## src/adc_seq_params.svh

```systemverilog
`ifndef ADC_SEQ_PARAMS_SVH
`define ADC_SEQ_PARAMS_SVH

// register indices; byte address is four times the index
`define IDX_CH0_LOW   8'h60
`define IDX_CH0_HIGH  8'h61
`define IDX_CH1_LOW   8'h62
`define IDX_CH1_HIGH  8'h63
`define IDX_CH2_LOW   8'h64
`define IDX_CH2_HIGH  8'h65
`define IDX_CH3_LOW   8'h66
`define IDX_CH3_HIGH  8'h67
`define IDX_MODE      8'h68

// converter_mode_register fields
`define MODE_END_BIT     7
`define MODE_BUSY_BIT    6
`define MODE_REPEAT_BIT  5
`define MODE_SCAN_BIT    4
`define MODE_SPEED_BIT   3
`define MODE_START_BIT   2
`define MODE_CH_HI       1
`define MODE_CH_LO       0
`define MODE_CH_RESET    2'h0

// low result byte filler bits 5..0
`define LOW_FILL         6'h3f

// ladder clock cycles spent on each of the ten bit trials
`define FAST_STEP_CYCLES 8'h04
`define SLOW_STEP_CYCLES 8'h10

`endif

```

## src/adc_seq_pkg.sv

```systemverilog
package adc_seq_pkg;

  typedef logic [9:0] result_type;
  typedef logic [1:0] chan_type;
  typedef logic [7:0] byte_type;

  typedef enum logic {
    st_idle,
    st_convert
  } seq_state_type;

endpackage

```

## src/sar_link_if.sv

```systemverilog
`timescale 1ns/100ps
`default_nettype none

interface sar_link_if;
  import adc_seq_pkg::*;

  logic       start;
  logic       abort;
  logic       slow;
  logic       done;
  result_type result;

  modport seq (
    output start,
    output abort,
    output slow,
    input  done,
    input  result
  );

  modport engine (
    input  start,
    input  abort,
    input  slow,
    output done,
    output result
  );
endinterface

`default_nettype wire

```

## src/sar_engine.sv

```systemverilog
`timescale 1ns/100ps
`default_nettype none
`include "adc_seq_params.svh"

module sar_engine (
  input  wire logic                    pclk,
  input  wire logic                    presetn,
  input  wire logic                    comparator_out,
  output logic [9:0]                   ladder_code,
  output logic                         comparator_enable,
  sar_link_if.engine                   link
);
  import adc_seq_pkg::*;

  logic       comp_meta_q;
  logic       comp_q;
  logic       active_q;
  logic [3:0] bit_q;
  logic [7:0] cnt_q;
  logic [9:0] code_q;
  logic [9:0] result_q;
  logic       done_q;

  wire  [7:0] step_len = link.slow ? `SLOW_STEP_CYCLES : `FAST_STEP_CYCLES;
  wire        step_end = active_q && (cnt_q == step_len - 8'h01);
  wire  [9:0] mask     = 10'h001 << bit_q;
  // ladder compare: keep the trial bit while input is at or above the tap
  wire  [9:0] kept     = comp_q ? code_q : (code_q & ~mask);

  ////////////////////////////////////////////////////////////////////////////
  // comparator crosses from the analog side, so two flops first
  always_ff @(posedge pclk or negedge presetn) begin
    if (!presetn) begin
      comp_meta_q <= 1'b0;
      comp_q      <= 1'b0;
    end else begin
      comp_meta_q <= comparator_out;
      comp_q      <= comp_meta_q;
    end
  end

  ////////////////////////////////////////////////////////////////////////////
  // ten-bit approximation, msb trial first
  always_ff @(posedge pclk or negedge presetn) begin
    if (!presetn) begin
      active_q <= 1'b0;
      bit_q    <= 4'h0;
      cnt_q    <= 8'h00;
      code_q   <= 10'h000;
      result_q <= 10'h000;
      done_q   <= 1'b0;
    end else begin
      done_q <= 1'b0;
      if (link.abort) begin
        active_q <= 1'b0;
      end else if (link.start && !active_q) begin
        active_q <= 1'b1;
        bit_q    <= 4'h9;
        cnt_q    <= 8'h00;
        code_q   <= 10'h200;
      end else if (step_end) begin
        cnt_q <= 8'h00;
        if (bit_q == 4'h0) begin
          result_q <= kept;
          done_q   <= 1'b1;
          active_q <= 1'b0;
        end else begin
          code_q <= kept | (mask >> 1);
          bit_q  <= bit_q - 4'h1;
        end
      end else if (active_q) begin
        // step length picks the conversion time
        cnt_q <= cnt_q + 8'h01;
      end
    end
  end

  assign ladder_code       = code_q;
  assign comparator_enable = active_q;
  assign link.done         = done_q;
  assign link.result       = result_q;

endmodule // sar_engine

`default_nettype wire

```

## src/adc_sequencer_control.sv

```systemverilog
`timescale 1ns/100ps
`default_nettype none
`include "adc_seq_params.svh"

module adc_sequencer_control (
  input  wire logic                    pclk,
  input  wire logic                    presetn,
  input  wire logic                    psel,
  input  wire logic                    penable,
  input  wire logic                    pwrite,
  input  wire logic [11:0]             paddr,
  input  wire logic [31:0]             pwdata,
  output logic      [31:0]             prdata,
  output logic                         pready,
  output logic                         pslverr,
  input  wire logic                    halt_req,
  input  wire logic                    comparator_out,
  output adc_seq_pkg::chan_type        analog_channel_select,
  output logic      [9:0]              ladder_code,
  output logic                         comparator_enable,
  output logic                         conversion_done_interrupt
);
  import adc_seq_pkg::*;

  sar_link_if link ();

  sar_engine sar_engine_inst (
    .pclk              (pclk),
    .presetn           (presetn),
    .comparator_out    (comparator_out),
    .ladder_code       (ladder_code),
    .comparator_enable (comparator_enable),
    .link              (link)
  );

  ////////////////////////////////////////////////////////////////////////////
  // state

  seq_state_type state_q;
  chan_type      chan_field_q;
  logic          scan_q;
  logic          repeat_q;
  logic          speed_q;
  logic          end_flag_q;
  logic          busy_q;
  logic          run_repeat_q;
  chan_type      cur_ch_q;
  logic          start_q;
  logic          irq_q;
  logic [31:0]   prdata_q;
  logic          pready_q;
  logic          pslverr_q;
  result_type    res_word [4];

  ////////////////////////////////////////////////////////////////////////////
  // apb decode

  wire [7:0] word_idx   = paddr[9:2];
  wire       in_window  = (paddr[11:10] == 2'h0) && (paddr[1:0] == 2'h0);
  wire       hit_mode   = in_window && (word_idx == `IDX_MODE);
  wire       hit_result = in_window && (word_idx >= `IDX_CH0_LOW) &&
                          (word_idx <= `IDX_CH3_HIGH);
  wire       mapped     = hit_mode || hit_result;
  // the completing edge of an access: only here do effects happen
  wire       acc_done   = psel && penable && pready_q;
  wire       acc_first  = psel && penable && !pready_q;
  wire       wr_mode    = acc_done && pwrite && hit_mode;
  wire       rd_result  = acc_done && !pwrite && hit_result;

  wire       start_req  = wr_mode && pwdata[`MODE_START_BIT];
  // start ignored while busy; halt also blocks a start
  wire       launch     = start_req && !busy_q && !halt_req;

  wire       new_scan   = pwdata[`MODE_SCAN_BIT];
  wire [1:0] new_ch     = pwdata[`MODE_CH_HI:`MODE_CH_LO];
  // scan always starts at channel 0
  wire [1:0] launch_ch  = new_scan ? 2'h0 : new_ch;
  wire [1:0] first_ch   = scan_q ? 2'h0 : chan_field_q;

  ////////////////////////////////////////////////////////////////////////////
  // sequencing decisions at each conversion end

  wire conv_done  = (state_q == st_convert) && link.done;
  // fixed mode ends after its one channel
  wire seq_last   = !scan_q || (cur_ch_q == chan_field_q);
  // repeat cleared: leave once the conversion in progress is done
  wire rep_exit   = conv_done && run_repeat_q && !repeat_q;
  wire go_next    = conv_done && !rep_exit && !seq_last;
  // repeat reruns the channel or the whole scan
  wire go_rerun   = conv_done && !rep_exit && seq_last && repeat_q;
  wire finish     = conv_done && !go_next && !go_rerun;
  wire end_set    = finish || go_rerun;

  ////////////////////////////////////////////////////////////////////////////
  // read data

  wire [1:0] sel_ch   = word_idx[2:1];
  wire       sel_high = word_idx[0];
  result_type sel_res;
  assign sel_res = res_word[sel_ch];

  // byte layout of a result pair
  wire [7:0] res_low  = {sel_res[1:0], `LOW_FILL};
  wire [7:0] res_high = sel_res[9:2];

  wire [7:0] mode_byte = {end_flag_q, busy_q, repeat_q, scan_q, speed_q,
                          1'b0, chan_field_q};

  wire [7:0] read_byte = hit_mode   ? mode_byte :
                         hit_result ? (sel_high ? res_high : res_low) :
                         8'h00;

  ////////////////////////////////////////////////////////////////////////////
  // apb answer: one wait state, everything from flops

  always_ff @(posedge pclk or negedge presetn) begin
    if (!presetn) begin
      pready_q  <= 1'b0;
      prdata_q  <= 32'h0000_0000;
      pslverr_q <= 1'b0;
    end else begin
      pready_q <= acc_first;
      if (acc_first) begin
        prdata_q  <= {24'h00_0000, read_byte};
        pslverr_q <= !mapped;
      end else begin
        pslverr_q <= 1'b0;
      end
    end
  end

  ////////////////////////////////////////////////////////////////////////////
  // mode register

  always_ff @(posedge pclk or negedge presetn) begin
    if (!presetn) begin
      chan_field_q <= `MODE_CH_RESET;
      scan_q       <= 1'b0;
      repeat_q     <= 1'b0;
      speed_q      <= 1'b0;
    end else if (wr_mode) begin
      chan_field_q <= new_ch;
      scan_q       <= new_scan;
      repeat_q     <= pwdata[`MODE_REPEAT_BIT];
      speed_q      <= pwdata[`MODE_SPEED_BIT];
    end
  end

  ////////////////////////////////////////////////////////////////////////////
  // end flag: a set in the same cycle as a clearing read wins

  always_ff @(posedge pclk or negedge presetn) begin
    if (!presetn) begin
      end_flag_q <= 1'b0;
    end else begin
      end_flag_q <= end_set || (end_flag_q && !rd_result);
    end
  end

  ////////////////////////////////////////////////////////////////////////////
  // sequencer

  always_ff @(posedge pclk or negedge presetn) begin
    if (!presetn) begin
      state_q      <= st_idle;
      busy_q       <= 1'b0;
      run_repeat_q <= 1'b0;
      cur_ch_q     <= 2'h0;
      start_q      <= 1'b0;
      irq_q        <= 1'b0;
    end else begin
      start_q <= 1'b0;
      irq_q   <= 1'b0;
      if (halt_req) begin
        // halt drops the run; nothing restarts it on release
        state_q <= st_idle;
        busy_q  <= 1'b0;
      end else begin
        unique case (state_q)
          st_idle: begin
            if (launch) begin
              // start sets busy and launches the first channel
              state_q      <= st_convert;
              busy_q       <= 1'b1;
              run_repeat_q <= pwdata[`MODE_REPEAT_BIT];
              cur_ch_q     <= launch_ch;
              start_q      <= 1'b1;
            end
          end
          st_convert: begin
            if (go_next) begin
              cur_ch_q <= cur_ch_q + 2'h1;
              start_q  <= 1'b1;
            end else if (go_rerun) begin
              cur_ch_q <= first_ch;
              start_q  <= 1'b1;
            end else if (finish) begin
              // end of single run clears busy and raises request
              state_q <= st_idle;
              busy_q  <= 1'b0;
              irq_q   <= !run_repeat_q;
            end
          end
        endcase
      end
    end
  end

  assign link.start = start_q;
  // engine aborts in the same cycle as the halt
  assign link.abort = halt_req;
  assign link.slow  = speed_q;

  ////////////////////////////////////////////////////////////////////////////
  // per-channel results: no reset, content undefined until written

  genvar gi;
  generate
    for (gi = 0; gi < 4; gi = gi + 1) begin : g_result
      result_type keep_q;
      // each channel stores its own result, every conversion
      // bus writes never reach this store
      always_ff @(posedge pclk) begin
        if (conv_done && (cur_ch_q == 2'(gi))) begin
          keep_q <= link.result;
        end
      end
      assign res_word[gi] = keep_q;
    end
  endgenerate

  ////////////////////////////////////////////////////////////////////////////
  // outputs

  assign prdata                    = prdata_q;
  assign pready                    = pready_q;
  assign pslverr                   = pslverr_q;
  assign analog_channel_select     = cur_ch_q;
  assign conversion_done_interrupt = irq_q;

endmodule // adc_sequencer_control

`default_nettype wire

```

## config.mk

```make
export PLATFORM = sky130hd
export DESIGN_NAME = adc_sequencer_control
export DESIGN_NICKNAME = d
export VERILOG_FILES = /design/src/adc_seq_pkg.sv /design/src/sar_link_if.sv /design/src/sar_engine.sv /design/src/adc_sequencer_control.sv
export VERILOG_INCLUDE_DIRS = /design/src /design/src/src
export SDC_FILE = /design/constraint.sdc
export NUM_CORES = 1
export LEC_CHECK = 0
export BUFFER_PORTS_ARGS = -buffer_cell sky130_fd_sc_hd__buf_4
export CAP_MARGIN = 20
export CORE_MARGIN = 2
export CORE_UTILIZATION = 54
export CTS_CLUSTER_SIZE = 24
export DETAILED_ROUTE_END_ITERATION = 8
export HOLD_SLACK_MARGIN = 0.15
export PLACE_DENSITY = 0.79
export RECOVER_POWER = 25
export SLEW_MARGIN = 20
export SYNTH_ARGS = -nofsm -noshare
export SYNTH_HDL_FRONTEND = slang
export SYNTH_SLANG_ARGS = --single-unit
```

## constraint.sdc

```tcl
create_clock -name pclk -period 2.54 [get_ports pclk]
set_clock_uncertainty 0.1 [all_clocks]
set_input_delay 0.381 -clock pclk [delete_from_list [all_inputs] [get_ports pclk]]
set_output_delay 0.381 -clock pclk [all_outputs]
set_load 0.05 [all_outputs]
```

* Word-level counts from Yosys, hierarchy flattened
Index checks and enable logic that the tools add are counted.
** Storage, ports and cells
- Flip-flop bits (word level) :: 99
- Logic and storage cells :: 170
** Cells by class
- Add/subtract/negate cells :: 4
- Shift operators :: 1
- Equality and inequality tests :: 13
- Reduce and logical (&&, ||, !) cells :: 63
- Multiplexer cells :: 53
- Bitwise operators :: 7
- Order comparisons :: 3
** Operator list (number)
- 2-to-1 mux 10 bit :: 6
- 2-to-1 mux 8 bit :: 6
- logical AND 1 bit :: 30
- 2-to-1 mux 1 bit :: 27
- binary-select mux 10 bit (select 2 bit) :: 1
- zero test 1 bit :: 14
- 2-to-1 mux 4 bit :: 3
- AND 10 bit :: 1
- 2-to-1 mux 2 bit :: 5
- NOT 10 bit :: 1
- OR 10 x 9 -> 10 bit :: 1
- << shifter 1 x 4 -> 10 bit, first input constant :: 1
- inequality test 3 bit, second input constant :: 3
- AND reduction 3 bit :: 3
- nonzero test 3 bit :: 3
- adder 8 x 1 -> 8 bit, second input constant :: 1
- equality test 8 x 7 -> 1 bit, second input constant :: 1
- equality test 8 bit :: 1
- >= comparator 8 x 7 -> 1 bit, second input constant :: 1
- less-or-equal comparator 8 x 7 -> 1 bit, second input constant :: 1
- AND reduction 4 bit :: 2
- subtractor 8 x 1 -> 8 bit, second input constant :: 1
- zero test 2 bit :: 3
- case mux 1 bit (2 select lines) :: 3
- other kinds (18) :: 25

* Depth between registers and ports, before layout
- Depth after elaboration :: 14
- Depth in mapped cells :: 8
- Depth with buffers taken out :: 7

* Cells and area by module
From an unflattened synthesis, not the netlist that was laid out.
** Second synthesis, totals
- Cells, all modules :: 386
- Area, all modules :: 4769.6 µm²
** Modules (own cells, without submodules)
- adc_sequencer_control :: times used 1, cells each 193, seq. area each 1776.7 µm², area each 2899.0 µm²
- sar_engine :: times used 1, cells each 193, seq. area each 900.9 µm², area each 1870.5 µm²

* Least setup slack after synthesis
OpenSTA, ideal clock, no wires.
- Path kind :: reg-to-reg
- Start point :: register pready_q, in the netlist pready
- End point :: register cur_ch_q[0], in the netlist analog_channel_select[0]
- Buffers on the path :: 0
- Library setup time :: 0.128 ns
- Required time :: 2.312 ns
- Setup slack :: 0.581 ns
- Arrival time :: 1.731 ns
- Period minus slack after synthesis :: 1.959 ns
- Cell stages (with the launch flop) :: 6
- Path through :: dfrtp_1 > and4_1 > nand4_2 > nand4b_4 > o21ai_4 > mux2_1
** Between the ends
- Word-level cells in the longest chain between the ends :: 8
** RTL lines
- start: declaration :: line adc_sequencer_control.sv:51 : logic pready_q;
- start signal: assignment :: line adc_sequencer_control.sv:122 : pready_q <= acc_first;
- logical AND 1 bit :: line adc_sequencer_control.sv:65 : wire acc_done = psel && penable && pready_q;
- logical AND 1 bit (2 in series) :: line adc_sequencer_control.sv:67 : wire wr_mode = acc_done && pwrite && hit_mode;
- logical AND 1 bit :: line adc_sequencer_control.sv:70 : wire start_req = wr_mode && pwdata[`MODE_START_BIT];
- logical AND 1 bit (2 in series) :: line adc_sequencer_control.sv:72 : wire launch = start_req && !busy_q && !halt_req;
- inequality test 2 bit (no source line)
- AND reduction 3 bit (no source line)
- end signal: assignment :: line adc_sequencer_control.sv:186 : cur_ch_q <= launch_ch;
- end signal: assignment :: line adc_sequencer_control.sv:192 : cur_ch_q <= cur_ch_q + 2'h1;
- end signal: assignment :: line adc_sequencer_control.sv:195 : cur_ch_q <= first_ch;
- end: declaration :: line adc_sequencer_control.sv:47 : chan_type cur_ch_q;
Every way passes these cells.
A chain may end at the register's enable or synchronous reset.

* Final worst setup path
- Start point :: register sar_engine_inst.cnt_q[0]
- End point :: register sar_engine_inst.code_q[2], in the netlist sar_engine_inst.ladder_code[2]
** Between the ends
- Word-level cells in the longest chain between the ends :: 4
** RTL lines
- start: declaration :: line sar_engine.sv:19 : logic [7:0] cnt_q;
- start signal: assignment :: line sar_engine.sv:73 : cnt_q <= cnt_q + 8'h01;
- equality test 8 bit :: line sar_engine.sv:25 : wire step_end = active_q && (cnt_q == step_len - 8'h01);
- logical AND 1 bit :: line sar_engine.sv:25
- nonzero test 2 bit (no source line)
- AND reduction 3 bit (no source line)
- end signal: assignment :: line sar_engine.sv:68 : code_q <= kept | (mask >> 1);
- end: declaration :: line sar_engine.sv:20 : logic [9:0] code_q;
Every way passes these cells.

==> flow_summary.ini <==
[global_routing]
grt_use_met1_pct = 26.5
grt_pass1_vias = 2925
gr-total-overflow = 0
antenna_found_initial = 0
met3_usage_pct = 3.13
grt_max_degree = 60
groute.usage.overall_pct = 20.0
met2_usage_pct = 33.8
grt_busiest_layer = met2
grt_pass1_wl_um = 13900

[clock_tree]
root_buffer = clkbuf_8
cts_setup_buffers = 0
clkSinkCount = 99
cts_resized = 0
ctsLongestPathBuffers = 2
cts-buffers-inserted = 9
cts_hold_buf = 5
clk_pin_slew_ps = 90
clk_latency_ps = 360
htreeDepth = 3
cts_tree = built

[outcome]
status = finished clean

[synthesis]
yosysTopAreaCell = dfrtp_1
synthDistinctLibCells = 58
ys_ff_latch = 99
synth_edf_count = 40
synth_top_family_by_area = simple AND/OR/NAND/NOR gates
syn_inst = 372
synth_fa_ha_area_share_pct = 2.72
yosys.area_share.xor_xnor_pct = 1.72
synthSimpleGateAreaFrac_pct = 13.1
synth_area_leaders = dfrtp_1, edfxtp_1, buf_4
synth_compound_area_share_pct = 9.89
syn_avg_cell_area_um2 = 12.3
synthMuxAreaShare_pct = 7.90
ys_seq_area_share_pct = 58.3
synth.top_cell.area_share_pct = 32.1
yosys_most_used_dff = dfrtp_1
synth_warnings = 0
async_reset_ff_share_pct = 59.6
synth_area_mm2 = 0.00459

[finish]
instances_no_fill = 534
diodes = 0
nets = 486
utilization_pct = 62.8
drive_gt1_share_pct = 20.5
syn_to_final_growth_pct = 12.3
final_design_area_no_fill_mm2 = 0.00516

[routing]
wl_per_cell_um = 16.0
first_pass_iters = 4
ant_nets = 0
drt_iter0_drc = 242
drc = 0
avgViaCountPerCell = 5.45
wl_um = 8530
vias = 2909

[worst_setup_path]
cp_slowest_cell = dfrtp_1
cp_num_buf_inv = 0
cp_data_arrival_time_ps = 2350
critPathMaxStageDelay_ps = 390
worstSetupPathDepth = 6
worstSetupStartpointType = register
crit_family = simple AND/OR/NAND/NOR gates
worstPathRequired_ps = 2690
path_cells = ha_1 > nor4b_2 > o2111ai_1 > nor2_2 > nand3_1 > a32o_1
cp_max_fo = 7
endpoint_kind = register
critPathKind = register to register
reg2reg_depth = 6

[run]
maxCapViolations = 0

[floorplan]
coreArea_mm2 = 0.00822
die_area_mm2 = 0.00926
die_h_um = 96.2
rows = 33
start_util_pct = 55.9
die_w_um = 96.2
io_pins = 99

[placement]
pre_cts_slack_ps = 378
dp_hpwl_um = 6030
numPortBuffers = 48
place_congestion = 0.874
place_area_mm2 = 0.00494
dp.cells = 514

[pwr]
p_per_area_mw_per_mm2 = 554
ir_drop_v = 0.000371
p_leak_nw = 2.15

[worst_hold_path]
hold_depth = 2
min_path_type = primary input to register

[sta]
rsz0062_at_grt = false
setup_ws_ps = 347
setup_tns_ps = 0
hold_viol = 0
fmax_mhz = 456
max_slew.worst_pin.slew_ps = 1420
setup_viol = 0
slew-limit-headroom_pct = 5.25
finalMaxSlewViolations = 0
post-route-period-util_pct = 86.3
fin_crit_ps = 2190
power by group:
part           switching [mW]  total, mW  leakage [nW]  internal (mW)
Clock                   0.525      0.873        0.0695          0.349
Sequential             0.0156       1.69          1.10           1.67
Combinational           0.214      0.295         0.981         0.0808
kinds of logic after synthesis:
| kind of cell | count (synthesis) |
|---|---|
| buffers and inverters | 49 |
| XOR/XNOR | 9 |
| adder cells (fa/ha/maj) | 10 |
| multiplexers | 21 |
| other | 1 |
| AND/OR/NAND/NOR | 113 |
| AO/OA/AOI/OAI | 70 |
| flip-flops | 99 |
routing by layer:
| layer | up-vias | part of all wire (%) |
|---|---|---|
| met3 | 9 | 5.9 |
| met1 | 1393 | 42 |
| met5 | - | 0 |
| li1 | 1409 | - |
| met4 | 0 | 1.3 |
| met2 | 98 | 51 |
Yosys cell counts (all sizes together) (2+ instances only):
| cell | number |
|---|---|
| nor3 | 4 |
| nor3b | 3 |
| mux4 | 10 |
| o22ai | 3 |
| nand2b | 3 |
| dfrtp | 59 |
| nor4 | 4 |
| inv | 13 |
| nand4 | 3 |
| and3 | 8 |
| xnor2 | 3 |
| a32o | 4 |
| edfxtp | 40 |
| ha | 10 |
| o21ai | 28 |
| nand2 | 40 |
| a221oi | 2 |
| nor2 | 27 |
| a31oi | 3 |
| xor2 | 6 |
| clkbuf | 8 |
| a21oi | 18 |
| buf | 27 |
| nand3 | 11 |
| nor4b | 2 |
| nor2b | 3 |
| mux2 | 10 |
final timing paths:
check / startpoint / end / slack, ps
hold / removal: pwdata[1] / chan_field_q[1] / 170
max in group asynchronous: presetn / sar_engine_inst.ladder_code[8] / 700
setup reg to reg: sar_engine_inst.cnt_q[0] / sar_engine_inst.ladder_code[2] / 350
hold reg to reg: sar_engine_inst.comp_meta_q / sar_engine_inst.comp_q / 260
min in group asynchronous: presetn / sar_engine_inst.cnt_q[7] / 780
setup / recovery: sar_engine_inst.cnt_q[0] / sar_engine_inst.ladder_code[2] / 350
placed cells by master (no fill, tap or decap), types with 9 or more instances in the layout:
master / netlist / routed
a21oi_1: 18 / 18
buf_4: 24 / 47
clkbuf_8: 0 / 9
conb_1: 1 / 24
dfrtp_1: 59 / 59
edfxtp_1: 40 / 40
ha_1: 10 / 10
inv_1: 13 / 13
nand2_1: 40 / 40
nand3_1: 11 / 11
nor2_1: 25 / 25
o21ai_0: 11 / 11
o21ai_1: 16 / 16
registers in the layout, indices dropped and copies added, names as in the netlist, 2 cells and up:
name / flops
sar_engine_inst.link.result: 10
sar_engine_inst.ladder_code: 10
sar_engine_inst.cnt_q: 8
chan_field_q: 2
g_result.keep_q: 40
prdata: 8
sar_engine_inst.bit_q: 4
analog_channel_select: 2
per-stage QoR:
step	total power, mW	hold slack, ps
floorplan	1.95	-14.6
global placement	2.01	235
detailed placement	2.01	239
CTS	2.88	152
global route	2.97	157
finish	2.86	165
layout make-up:
class | instances | area (µm²)
Timing Repair Buffer | 54 | 415
Tap cell | 105 | 131
Clock buffer | 9 | 124
Fill cell | 618 | 3060
Multi-Input combinational cell | 247 | 1710
Inverter | 14 | 52.6
Sequential cell | 99 | 2680
Clock inverter | 6 | 43.8
(Power assumes the default switching activity.)
